==> config.mk <==
export PLATFORM = sky130hd
export DESIGN_NAME = pmath_top
export DESIGN_NICKNAME = d
export VERILOG_FILES = /design/src/hdl/pmath_pkg.sv /design/src/hdl/pmath_top.sv
export SDC_FILE = /design/constraint.sdc
export NUM_CORES = 2
export LEC_CHECK = 0
export BUFFER_PORTS_ARGS = -buffer_cell sky130_fd_sc_hd__buf_4
export CAP_MARGIN = 5
export CORE_ASPECT_RATIO = 2
export CORE_MARGIN = 2
export CORE_UTILIZATION = 35
export DETAILED_ROUTE_END_ITERATION = 6
export PLACE_DENSITY = 0.58
export SYNTH_ARGS = -nofsm -noshare
export SYNTH_HDL_FRONTEND = slang
export SYNTH_SLANG_ARGS = --single-unit
export TNS_END_PERCENT = 5
==> constraint.sdc <==
create_clock -name CLOCK_IN -period 121 [get_ports CLOCK_IN]
set_input_delay 12.1 -clock CLOCK_IN [delete_from_list [all_inputs] [get_ports CLOCK_IN]]
set_output_delay 12.1 -clock CLOCK_IN [all_outputs]
set_load 0.02 [all_outputs]
==> src/hdl/pmath_pkg.sv <==
package pmath_pkg;

  // Register byte offsets on the bus.
  localparam logic [7:0] OFF_CTRL = 8'h00;
  localparam logic [7:0] OFF_OPER = 8'h04;
  localparam logic [7:0] OFF_VAL_AB = 8'h08;
  localparam logic [7:0] OFF_VAL_CD = 8'h0C;
  localparam logic [7:0] OFF_RESULT = 8'h10;
  localparam logic [7:0] OFF_IRQ_STAT = 8'h14;
  localparam logic [7:0] OFF_IRQ_EN = 8'h18;
  localparam logic [7:0] OFF_IRQ_CLR = 8'h1C;

  // Control register fields.
  localparam int CTRL_CLR_OFF_BIT = 0;
  localparam int CTRL_DET_AFTER_BIT = 1;
  localparam int CTRL_AUTO_BIT = 2;
  localparam int CTRL_TYPE_LSB = 4;
  localparam int CTRL_SCAN_BIT = 8;
  localparam int CTRL_UNIT_LSB = 16;

  // Operator register fields.
  localparam int OPER_OP_LSB = 0;
  localparam int OPER_PRIO_LSB = 8;
  localparam int OPER_DEC_LSB = 16;
  localparam int OPER_SRC_LSB = 20;

  // Result register fields.
  localparam int RES_ZDIV_BIT = 16;
  localparam int RES_OVF_BIT = 17;
  localparam int RES_FLAG_BIT = 18;
  localparam int RES_BUSY_BIT = 19;

  // Interrupt status bits.
  localparam int IRQ_DONE_BIT = 0;
  localparam int IRQ_ZDIV_BIT = 1;
  localparam int IRQ_OVF_BIT = 2;
  localparam int IRQ_FLAG_BIT = 3;
  localparam int IRQ_W = 4;

  // Reset values: all operators add, priorities high, medium, low in slot order.
  localparam logic [31:0] CTRL_RST = 32'h0000_0000;
  localparam logic [31:0] OPER_RST = 32'h0000_2400;
  localparam logic [31:0] VAL_RST = 32'h0000_0000;

  // Signed 16-bit saturation limits.
  localparam logic signed [15:0] SAT_POS = 16'sh7FFF;
  localparam logic signed [15:0] SAT_NEG = 16'sh8000;
  localparam logic signed [32:0] LIM_POS = 33'sh0_0000_7FFF;
  localparam logic signed [32:0] LIM_NEG = 33'sh1_FFFF_8000;

  // Bus transfer type bit that marks NONSEQ or SEQ.
  localparam int HTRANS_ACTIVE_BIT = 1;

  typedef enum logic [1:0] {
    OP_ADD = 2'b00,
    OP_SUB = 2'b01,
    OP_MUL = 2'b10,
    OP_DIV = 2'b11
  } operator_e;

  typedef enum logic [1:0] {
    ERR_ZDIV = 2'b00,
    ERR_OVF = 2'b01,
    ERR_EITHER = 2'b10,
    ERR_EITHER_ALT = 2'b11
  } err_type_e;

  typedef enum logic [1:0] {
    S_IDLE = 2'b00,
    S_STEP = 2'b01,
    S_DONE = 2'b10
  } state_e;

  typedef struct packed {
    logic [15:0] fourth;
    logic [15:0] third;
    logic [15:0] second;
    logic [15:0] first;
  } operands_s;

endpackage : pmath_pkg

==> src/hdl/pmath_top.sv <==
`timescale 1ns/1ps
`default_nettype none

// Notes on behaviour
// - Always four operands and three operators.
// - Each operator adds, subtracts, multiplies or divides.
// - Evaluate high, then medium, then low priority.
// - Round result to nearest integer.
// - Zero division or positive overflow gives 32767.
// - Negative overflow gives -32768.
// - Disabled output holds or clears, as configured.
// - Each execution updates zero-division and overflow bits.
// - Operand may come from another block's output.
// - Decimal places affect display only.
// - Detector bound to one unit by number.
// - Flag on zero division, overflow or either.
// - Auto reset makes flag follow current error.
// - Without auto reset, flag holds until cleared.
// - Detector order sets same or next scan.
// - No referenced unit keeps flag low.
module pmath_top #(
  parameter logic [7:0] UNIT_NUMBER = 8'h01
) (
  input wire logic CLOCK_IN,
  input wire logic RST_IN,
  input wire logic HSEL_IN,
  input wire logic [31:0] HADDR_IN,
  input wire logic [1:0] HTRANS_IN,
  input wire logic HWRITE_IN,
  input wire logic [2:0] HSIZE_IN,
  input wire logic [31:0] HWDATA_IN,
  input wire logic HREADY_IN,
  output logic [31:0] HRDATA_OUT,
  output logic HREADYOUT_OUT,
  output logic HRESP_OUT,
  input wire logic EN_IN,
  input wire logic SCAN_IN,
  input wire pmath_pkg::operands_s EXT_OPERAND_IN,
  input wire logic DET_EN_IN,
  input wire logic DET_CLR_IN,
  output logic [15:0] MATH_RESULT_OUT,
  output logic ERR_FLAG_OUT,
  output logic IRQ_OUT
);

  logic [31:0] ctrl_q, oper_q, ab_q, cd_q;
  logic [pmath_pkg::IRQ_W-1:0] ists_q, ists_d, ien_q;
  logic wr_pend_q;
  logic [7:0] waddr_q;
  logic [31:0] rdata_q;
  pmath_pkg::state_e state_q;
  logic [1:0] step_q;
  logic ran_q, zacc_q, oacc_q, zdiv_q, ovf_q, flag_q, irq_q;
  logic [2:0] done_q;
  logic signed [15:0] val_q [4];
  logic signed [15:0] result_q;

  // Bus decode. Only word transfers exist on this bus, so the size is not checked.
  wire active_w = HSEL_IN & HREADY_IN & HTRANS_IN[pmath_pkg::HTRANS_ACTIVE_BIT];
  wire [7:0] raddr_w = {HADDR_IN[7:2], 2'b00};
  wire wr_now_w = wr_pend_q;
  wire fwd_w = wr_pend_q & (waddr_q == raddr_w);
  wire scan_req_w = wr_now_w & (waddr_q == pmath_pkg::OFF_CTRL) &
                    HWDATA_IN[pmath_pkg::CTRL_SCAN_BIT];
  wire go_w = (SCAN_IN | scan_req_w) & (state_q == pmath_pkg::S_IDLE);

  // Configuration fields. The decimal setting is stored and read back only.
  wire clr_off_w = ctrl_q[pmath_pkg::CTRL_CLR_OFF_BIT];
  wire det_after_w = ctrl_q[pmath_pkg::CTRL_DET_AFTER_BIT];
  wire auto_w = ctrl_q[pmath_pkg::CTRL_AUTO_BIT];
  wire [1:0] etype_w = ctrl_q[pmath_pkg::CTRL_TYPE_LSB +: 2];
  wire [7:0] watched_unit_number = ctrl_q[pmath_pkg::CTRL_UNIT_LSB +: 8];
  wire [3:0] src_w = oper_q[pmath_pkg::OPER_SRC_LSB +: 4];
  wire [15:0] reg_op_w [4];
  wire [15:0] ext_op_w [4];
  assign reg_op_w[0] = ab_q[15:0];
  assign reg_op_w[1] = ab_q[31:16];
  assign reg_op_w[2] = cd_q[15:0];
  assign reg_op_w[3] = cd_q[31:16];
  assign ext_op_w[0] = EXT_OPERAND_IN.first;
  assign ext_op_w[1] = EXT_OPERAND_IN.second;
  assign ext_op_w[2] = EXT_OPERAND_IN.third;
  assign ext_op_w[3] = EXT_OPERAND_IN.fourth;

  // Detector binding and error selection; any number other than UNIT_NUMBER is no unit.
  wire match_w = (watched_unit_number == UNIT_NUMBER);
  function automatic logic hit_f(input logic [1:0] t, input logic z, input logic o);
    case (t)
      pmath_pkg::ERR_ZDIV: hit_f = z;
      pmath_pkg::ERR_OVF: hit_f = o;
      default: hit_f = z | o;
    endcase
  endfunction : hit_f

  // Detector runs at scan start when placed before the unit, at the end when after.
  wire eval_pre_w = go_w & ~det_after_w & DET_EN_IN;
  wire eval_post_w = (state_q == pmath_pkg::S_DONE) & det_after_w & DET_EN_IN;
  wire new_z_w = ran_q ? zacc_q : zdiv_q;
  wire new_o_w = ran_q ? oacc_q : ovf_q;
  wire hit_w = eval_pre_w ? hit_f(etype_w, zdiv_q, ovf_q) : hit_f(etype_w, new_z_w, new_o_w);
  wire eval_w = eval_pre_w | eval_post_w;
  logic flag_d;
  always_comb begin
    if (!match_w) begin
      flag_d = 1'b0;
    end else if (eval_w && auto_w) begin
      flag_d = hit_w;
    end else if (eval_w) begin
      flag_d = hit_w | (flag_q & ~DET_CLR_IN);
    end else begin
      flag_d = flag_q & ~DET_CLR_IN;
    end
  end

  // One operation per step: the operator whose priority equals the step runs.
  logic [1:0] idx, lo, hi, opc;
  logic signed [32:0] a, b, w, q, r, ra, ba;
  logic signed [15:0] res;
  logic zd, ovp, ovn;
  always_comb begin
    idx = 2'd0;
    for (int i = 0; i < 3; i++) begin
      if (oper_q[pmath_pkg::OPER_PRIO_LSB + 2*i +: 2] == step_q) begin
        idx = 2'(i);
      end
    end
    opc = oper_q[pmath_pkg::OPER_OP_LSB + 2*idx +: 2];
    a = 33'(val_q[idx]);
    b = 33'(val_q[idx + 2'd1]);
    zd = 1'b0;
    q = a / ((b == 33'sd0) ? 33'sd1 : b);
    r = a % ((b == 33'sd0) ? 33'sd1 : b);
    ra = r[32] ? -r : r;
    ba = b[32] ? -b : b;
    case (opc)
      pmath_pkg::OP_ADD: w = a + b;
      pmath_pkg::OP_SUB: w = a - b;
      pmath_pkg::OP_MUL: w = a * b;
      pmath_pkg::OP_DIV: begin
        if (b == 33'sd0) begin
          zd = 1'b1;
          w = pmath_pkg::LIM_POS;
        end else if ((ra <<< 1) >= ba) begin
          w = (a[32] ^ b[32]) ? q - 33'sd1 : q + 33'sd1;
        end else begin
          w = q;
        end
      end
      default: w = a;
    endcase
    // Saturate each sub-result so later steps never see a wrapped value.
    ovp = (w > pmath_pkg::LIM_POS);
    ovn = (w < pmath_pkg::LIM_NEG);
    if (ovp) begin
      res = pmath_pkg::SAT_POS;
    end else if (ovn) begin
      res = pmath_pkg::SAT_NEG;
    end else begin
      res = w[15:0];
    end
    // Find the slots already merged with both neighbours of this operator.
    lo = idx;
    hi = idx + 2'd1;
    for (int j = 2; j >= 0; j--) begin
      if (j < int'(idx) && done_q[j] && int'(lo) == j + 1) begin
        lo = 2'(j);
      end
    end
    for (int j = 0; j < 3; j++) begin
      if (j > int'(idx) && done_q[j] && int'(hi) == j) begin
        hi = 2'(j + 1);
      end
    end
  end

  // Scan sequencer: load operands, three steps, then commit.
  always_ff @(posedge CLOCK_IN or posedge RST_IN) begin
    if (RST_IN) begin
      state_q <= pmath_pkg::S_IDLE;
      step_q <= 2'd0;
      ran_q <= 1'b0;
    end else begin
      case (state_q)
        pmath_pkg::S_IDLE: begin
          if (go_w) begin
            state_q <= EN_IN ? pmath_pkg::S_STEP : pmath_pkg::S_DONE;
            ran_q <= EN_IN;
            step_q <= 2'd0;
          end
        end
        pmath_pkg::S_STEP: begin
          step_q <= step_q + 2'd1;
          if (step_q == 2'd2) begin
            state_q <= pmath_pkg::S_DONE;
          end
        end
        pmath_pkg::S_DONE: state_q <= pmath_pkg::S_IDLE;
        default: state_q <= pmath_pkg::S_IDLE;
      endcase
    end
  end

  // Working operands; every slot of a merged group carries the group's value.
  always_ff @(posedge CLOCK_IN or posedge RST_IN) begin
    if (RST_IN) begin
      for (int j = 0; j < 4; j++) val_q[j] <= 16'sh0000;
      done_q <= 3'b000;
      zacc_q <= 1'b0;
      oacc_q <= 1'b0;
    end else if (go_w) begin
      for (int j = 0; j < 4; j++) begin
        val_q[j] <= src_w[j] ? ext_op_w[j] : reg_op_w[j];
      end
      done_q <= 3'b000;
      zacc_q <= 1'b0;
      oacc_q <= 1'b0;
    end else if (state_q == pmath_pkg::S_STEP) begin
      for (int j = 0; j < 4; j++) begin
        if (j >= int'(lo) && j <= int'(hi)) val_q[j] <= res;
      end
      done_q[idx] <= 1'b1;
      zacc_q <= zacc_q | zd;
      oacc_q <= oacc_q | ovp | ovn;
    end
  end

  // Commit: result, status bits and detector flag.
  always_ff @(posedge CLOCK_IN or posedge RST_IN) begin
    if (RST_IN) begin
      result_q <= 16'sh0000;
      zdiv_q <= 1'b0;
      ovf_q <= 1'b0;
    end else if (state_q == pmath_pkg::S_DONE && ran_q) begin
      result_q <= zacc_q ? pmath_pkg::SAT_POS : val_q[0];
      zdiv_q <= zacc_q;
      ovf_q <= oacc_q;
    end else if (state_q == pmath_pkg::S_DONE && clr_off_w) begin
      result_q <= 16'sh0000;
    end
  end

  always_ff @(posedge CLOCK_IN or posedge RST_IN) begin
    if (RST_IN) begin
      flag_q <= 1'b0;
    end else begin
      flag_q <= flag_d;
    end
  end

  // Interrupt status: hardware set wins over a clear in the same cycle.
  wire [pmath_pkg::IRQ_W-1:0] iset_w = {flag_d & ~flag_q,
    (state_q == pmath_pkg::S_DONE) & ran_q & oacc_q,
    (state_q == pmath_pkg::S_DONE) & ran_q & zacc_q,
    (state_q == pmath_pkg::S_DONE)};
  wire [pmath_pkg::IRQ_W-1:0] iclr_w = (wr_now_w && waddr_q == pmath_pkg::OFF_IRQ_CLR) ?
    HWDATA_IN[pmath_pkg::IRQ_W-1:0] : '0;
  assign ists_d = iset_w | (ists_q & ~iclr_w);

  // Register writes land in the data phase; address is captured in the address phase.
  always_ff @(posedge CLOCK_IN or posedge RST_IN) begin
    if (RST_IN) begin
      ctrl_q <= pmath_pkg::CTRL_RST;
      oper_q <= pmath_pkg::OPER_RST;
      ab_q <= pmath_pkg::VAL_RST;
      cd_q <= pmath_pkg::VAL_RST;
      ien_q <= '0;
      ists_q <= '0;
      wr_pend_q <= 1'b0;
      waddr_q <= 8'h00;
    end else begin
      ists_q <= ists_d;
      wr_pend_q <= active_w & HWRITE_IN;
      waddr_q <= raddr_w;
      if (wr_now_w) begin
        case (waddr_q)
          pmath_pkg::OFF_CTRL: ctrl_q <= HWDATA_IN & ~(32'h1 << pmath_pkg::CTRL_SCAN_BIT);
          pmath_pkg::OFF_OPER: oper_q <= HWDATA_IN;
          pmath_pkg::OFF_VAL_AB: ab_q <= HWDATA_IN;
          pmath_pkg::OFF_VAL_CD: cd_q <= HWDATA_IN;
          pmath_pkg::OFF_IRQ_EN: ien_q <= HWDATA_IN[pmath_pkg::IRQ_W-1:0];
          default: ;
        endcase
      end
    end
  end

  // Read data is latched at the end of the address phase; a write still in its
  // data phase to the same word, other than the result, interrupt status and clear words, is forwarded so back-to-back access reads new data.
  wire [31:0] res_word_w = {12'h000, state_q != pmath_pkg::S_IDLE, flag_q, ovf_q, zdiv_q,
                            result_q};
  logic [31:0] rmux;
  always_comb begin
    case (raddr_w)
      pmath_pkg::OFF_CTRL: rmux = ctrl_q;
      pmath_pkg::OFF_OPER: rmux = oper_q;
      pmath_pkg::OFF_VAL_AB: rmux = ab_q;
      pmath_pkg::OFF_VAL_CD: rmux = cd_q;
      pmath_pkg::OFF_RESULT: rmux = res_word_w;
      pmath_pkg::OFF_IRQ_STAT: rmux = {28'h0000000, ists_q};
      pmath_pkg::OFF_IRQ_EN: rmux = {28'h0000000, ien_q};
      default: rmux = 32'h0000_0000;
    endcase
  end
  wire fwd_ok_w = fwd_w & (raddr_w != pmath_pkg::OFF_RESULT) &
                  (raddr_w != pmath_pkg::OFF_IRQ_STAT) & (raddr_w != pmath_pkg::OFF_IRQ_CLR);

  always_ff @(posedge CLOCK_IN or posedge RST_IN) begin
    if (RST_IN) begin
      rdata_q <= 32'h0000_0000;
      irq_q <= 1'b0;
    end else begin
      if (active_w & ~HWRITE_IN) rdata_q <= fwd_ok_w ? HWDATA_IN : rmux;
      irq_q <= |(ists_q & ien_q);
    end
  end

  assign HRDATA_OUT = rdata_q;
  assign HREADYOUT_OUT = 1'b1;
  assign HRESP_OUT = 1'b0;
  assign MATH_RESULT_OUT = result_q;
  assign ERR_FLAG_OUT = flag_q;
  assign IRQ_OUT = irq_q;

  // Checks on the datapath and detector.
  AST_ZDIV_SAT: assert property (@(posedge CLOCK_IN) disable iff (RST_IN)
    (state_q == pmath_pkg::S_DONE && ran_q && zacc_q) |=> result_q == pmath_pkg::SAT_POS)
    else $error("Zero division did not saturate high.");
  AST_NEG_SAT: assert property (@(posedge CLOCK_IN) disable iff (RST_IN)
    (state_q == pmath_pkg::S_STEP && ovn) |=> (oacc_q && val_q[$past(idx)] == pmath_pkg::SAT_NEG))
    else $error("Underflow did not saturate low.");
  AST_HOLD_OFF: assert property (@(posedge CLOCK_IN) disable iff (RST_IN)
    (state_q == pmath_pkg::S_DONE && !ran_q && !clr_off_w) |=> $stable(result_q))
    else $error("Disabled result did not hold.");
  AST_CLEAR_OFF: assert property (@(posedge CLOCK_IN) disable iff (RST_IN)
    (state_q == pmath_pkg::S_DONE && !ran_q && clr_off_w) |=> result_q == 16'sh0000)
    else $error("Disabled result did not clear.");
  AST_THREE_STEPS: assert property (@(posedge CLOCK_IN) disable iff (RST_IN)
    (go_w && EN_IN) |=> (state_q == pmath_pkg::S_STEP) [*3] ##1 state_q == pmath_pkg::S_DONE)
    else $error("Execution did not take three steps.");
  AST_BITS: assert property (@(posedge CLOCK_IN) disable iff (RST_IN)
    (state_q == pmath_pkg::S_DONE && ran_q) |=> (zdiv_q == $past(zacc_q) && ovf_q == $past(oacc_q)))
    else $error("Status bits not updated.");
  AST_NULL_LOW: assert property (@(posedge CLOCK_IN) disable iff (RST_IN)
    !match_w |=> !flag_q)
    else $error("Flag high without a referenced unit.");
  AST_LATCH: assert property (@(posedge CLOCK_IN) disable iff (RST_IN)
    (flag_q && !auto_w && match_w && !DET_CLR_IN) |=> flag_q)
    else $error("Latched flag dropped without clear.");
  AST_AUTO: assert property (@(posedge CLOCK_IN) disable iff (RST_IN)
    (eval_w && auto_w && match_w && !hit_w) |=> !flag_q)
    else $error("Auto reset flag did not clear.");
  AST_SAME_SCAN: assert property (@(posedge CLOCK_IN) disable iff (RST_IN)
    (eval_post_w && ran_q && match_w && zacc_q && etype_w != pmath_pkg::ERR_OVF) |=> flag_q)
    else $error("Error not seen in the same scan.");

  COV_ZDIV: cover property (@(posedge CLOCK_IN) disable iff (RST_IN)
    state_q == pmath_pkg::S_DONE && ran_q && zacc_q);
  COV_OVF: cover property (@(posedge CLOCK_IN) disable iff (RST_IN)
    state_q == pmath_pkg::S_DONE && ran_q && oacc_q);
  COV_FLAG: cover property (@(posedge CLOCK_IN) disable iff (RST_IN) !flag_q ##1 flag_q);
  COV_OFF: cover property (@(posedge CLOCK_IN) disable iff (RST_IN)
    state_q == pmath_pkg::S_DONE && !ran_q);
  COV_PRE: cover property (@(posedge CLOCK_IN) disable iff (RST_IN)
    eval_pre_w && match_w && hit_w);
  // A detector placed before the unit must act on the previous scan's bits at once.
  AST_PRE_SEEN: assert property (@(posedge CLOCK_IN) disable iff (RST_IN)
    (eval_pre_w && match_w && hit_f(etype_w, zdiv_q, ovf_q)) |=> flag_q)
    else $error("Previous scan error not seen at scan start.");

endmodule : pmath_top

`default_nettype wire

==> summary.md <==
| Metric | Value |
|---|---|
| Chip height | slightly above 600 um |
| Worst Hold Class | register to register |
| Met3 wire len | between 10 and 15 mm |
| CTS clk-pin slew, worst paths | ~0.09 ns |
| Seq cells post-synth | about 270 |
| Share of layout cells above drive strength 1 | 0.101 |
| Synth-to-layout area growth | 9.72% |
| WS Path Type | register to register |
| Root Driver | clkbuf_16 |
| GPL Wtd Cong | 1.08 |
| Fmax | between 0.008 and 0.009 GHz |
| Die width | between 300 and 400 um |
| H-tree depth | 1 |
| Crit path DAT | ~110 ns |
| Syn Area/Cell | 7.50 um2 |
| Unrepaired setup endpoints after global routing | false |
| Remaining antenna violation count after routing | 0 |
| Crit path max fanout | 35 |
| Minimum clock period | 112.72 ns |
| Vias post-DR | approximately 70000 |
| Max Cap Violations | 0 |
| Die area | around 190000 um2 |
| Final HPWL DP | 273 mm |
| Layout net count | between 10000 and 15000 |
| # Post-CTS Setup Buffers | 0 |
| Met1 WL | between 90 and 100 mm |
| Post-synthesis cell area | 65300 um2 |
| CP most frequent cell | ha_1 |
| Final hold vios | 0 |
| Worst-Skew Late Latency | 0.55 ns |
| Slew HR | 0.0352 |
| Worst-margin pin slew | between 1 and 1.5 ns |
| Largest net degree at the start of global routing | 132 |
| Hold Buf Count CTS | 0 |
| First drt pass iteration count | 6 |
| Asr flop ratio synth | 1.00 |
| Sequential area share after synthesis | 0.103 |
| First-pass GRT wire length | 474 mm |
| Yosys warns | 0 |
| Vias in the first global route | between 70000 and 80000 |
| Antenna violations before repair | 9 |
| Area leader, netlist | ha_1 |
| Setup-failing EPs final | 0 |
| Most frequent cells after synthesis | nand2_1 (967), nor2_1 (851), ha_1 (748) |
| Syn Inst Count | just under 9000 |
| Post-Layout Cell Count | 11500 |
| # port buffers | 161 |
| Cell with the most instances after synthesis | nand2_1 |
| Placed Cells | around 11000 |
| Post-synth EDFFs | 0 |
| Total track usage | 0.338 |
| Synth unique cells | roughly 130 |
| Site Rows | 224 |
| CP endpoint kind | register |
| Fin crit share | 0.932 |
| Status | finished, final reports clean |
| Clock tree from TritonCTS | done |
| CORE AREA | about 190000 um2 |
| Largest stage delay, worst path | between 1 and 1.5 ns |
| Uppermost layer routed | met5 |
| Skew final | about 0.019 ns |
| Initial core utilization | 0.352 |
| Leading post-synthesis cells by cell area | ha_1 (14%), dfrtp_1 (10%), fa_1 (8.2%) |
| Routed wl met2 | around 170 mm |
| Startpoint types | register |
| Post-CTS Resized | 0 |
| Yosys top cell area share | 0.143 |
| Vias per cell | around 6 |
| DRC Markers | 0 |
| Routed len/inst | 28.6 um |
| Worst path slowest cell | a211oi_2 |
| Predominant post-synthesis flop cell | dfrtp_1 |
| Worst R2R Setup Slack | around 8.3 ns |
| DP Area | 70900 um2 |
| Initial DRC Count | 4035 |
| GRT Residual Overflow | 0 |
| I/O pins | approximately 190 |
| TritonCTS Buffers | 20 |
| Clk sinks | 268 |
| Slew Limit Fails | 0 |
| WP data required | between 100 and 150 ns |
| Routed wire length | roughly 330 mm |
| Post-route cell area | 71700 um2 |
| CTS max path bufs | 3 |
| Setup_tns | 0 ns |
==> worst max-delay path: cells and delay by family (launching register included) <==
kind | cells | cell delay [ns]
compound gates | 151 | 50.37
xor+xnor | 4 | 0.53
fa+ha+maj | 34 | 10.90
buf+inv | 47 | 10.32
flops | 1 | 0.63
mux | 4 | 1.89
simple gates | 115 | 37.42
==> registers in the layout, indices dropped and copies added, names as in the netlist, 4 cells and up <==
name,flops
HRDATA_OUT,32
MATH_RESULT_OUT,16
ab_q,32
cd_q,32
ctrl_q,31
ien_q,4
ists_q,4
oper_q,32
val_q,64
waddr_q,6
==> logic make-up (layout without fill, tap and decap cells) <==
kind of cell | count (synthesis) | in the layout | share of synthesized area
compound gates | 2681 | 2681 | 0.276
xor+xnor | 599 | 599 | 0.0816
fa+ha+maj | 1014 | 1014 | 0.225
buf+inv | 899 | 989 | 0.0555
flops | 268 | 268 | 0.103
mux | 307 | 307 | 0.0504
other cells | 2 | 199 | 0.000115
simple gates | 2944 | 2944 | 0.208
==> worst paths after layout <==
| kind | startpoint | to | cells after the start |
|---|---|---|---|
| min | HRDATA_OUT[25]$_DFFE_PP0P_ | HRDATA_OUT[25]$_DFFE_PP0P_ | 2 |
| max | oper_q[13]$_DFFE_PP1P_ | val_q[58]$_DFFE_PP0P_ | 355 |
| max in group asynchronous | RST_IN | ab_q[25]$_DFFE_PP0P_ | 4 |
| max reg2reg | oper_q[13]$_DFFE_PP1P_ | val_q[58]$_DFFE_PP0P_ | 355 |
| min in group asynchronous | RST_IN | HRDATA_OUT[12]$_DFFE_PP0P_ | 2 |
| min reg2reg | HRDATA_OUT[25]$_DFFE_PP0P_ | HRDATA_OUT[25]$_DFFE_PP0P_ | 2 |
==> area by class of cell <==
type | count | area, um2
diodes | 10 | 25.0
clock buffers | 26 | 584
clock inverters | 9 | 90.1
fillers | 19500 | 114000
inverters | 550 | 2070
multi-input cells | 7734 | 56000
flip-flops and latches | 268 | 6710
well taps | 2486 | 3110
repair buffers | 404 | 3070
==> metrics by stage <==
| step | hold slack [ns] | setup WS (ns) | utilization |
|---|---|---|---|
| after global placement | 0.469 | 13.19 | 0.382 |
| after detailed placement | 0.476 | 12.57 | 0.382 |
| after CTS | 0.497 | 12.28 | 0.385 |
| final | 0.496 | 8.28 | 0.386 |
| after global routing | 0.517 | 4.70 | 0.386 |
| after floorplan | 0.456 | 33.27 | - |
==> layout by cell type, fill, tap and decap left out, types with 29 or more instances in the layout <==
| cell | instances |
|---|---|
| and3_1 | 76 |
| nor3_1 | 218 |
| mux2_2 | 175 |
| and2_1 | 68 |
| conb_1 | 189 |
| nand4_1 | 89 |
| a21boi_0 | 46 |
| o21a_1 | 129 |
| o22ai_1 | 48 |
| nor4_1 | 52 |
| o21bai_1 | 68 |
| or3_1 | 70 |
| o31ai_1 | 70 |
| a22oi_1 | 38 |
| dfrtp_1 | 266 |
| nor2_1 | 840 |
| a31o_2 | 35 |
| a211o_1 | 30 |
| a21o_1 | 214 |
| nand2b_1 | 58 |
| a221oi_1 | 57 |
| xnor2_1 | 367 |
| o211ai_1 | 86 |
| nand3_1 | 239 |
| mux2i_1 | 131 |
| buf_4 | 401 |
| a21oi_1 | 657 |
| o21ai_1 | 32 |
| o21ai_0 | 513 |
| nor2b_1 | 52 |
| a211oi_1 | 77 |
| fa_1 | 266 |
| or4_1 | 29 |
| ha_1 | 748 |
| a31oi_1 | 143 |
| nand2_1 | 967 |
| inv_1 | 527 |
| xor2_1 | 210 |
| or2_2 | 51 |
==> layer usage <==
metal	track usage	vias to the layer above
met5	0	-
met4	0.406	2
met3	0.0442	1367
met2	0.632	2640
met1	0.276	33600
li1	-	32100
Power is not shown: default switching activity piles up to over one toggle a cycle in this logic, so the estimate is an artifact.
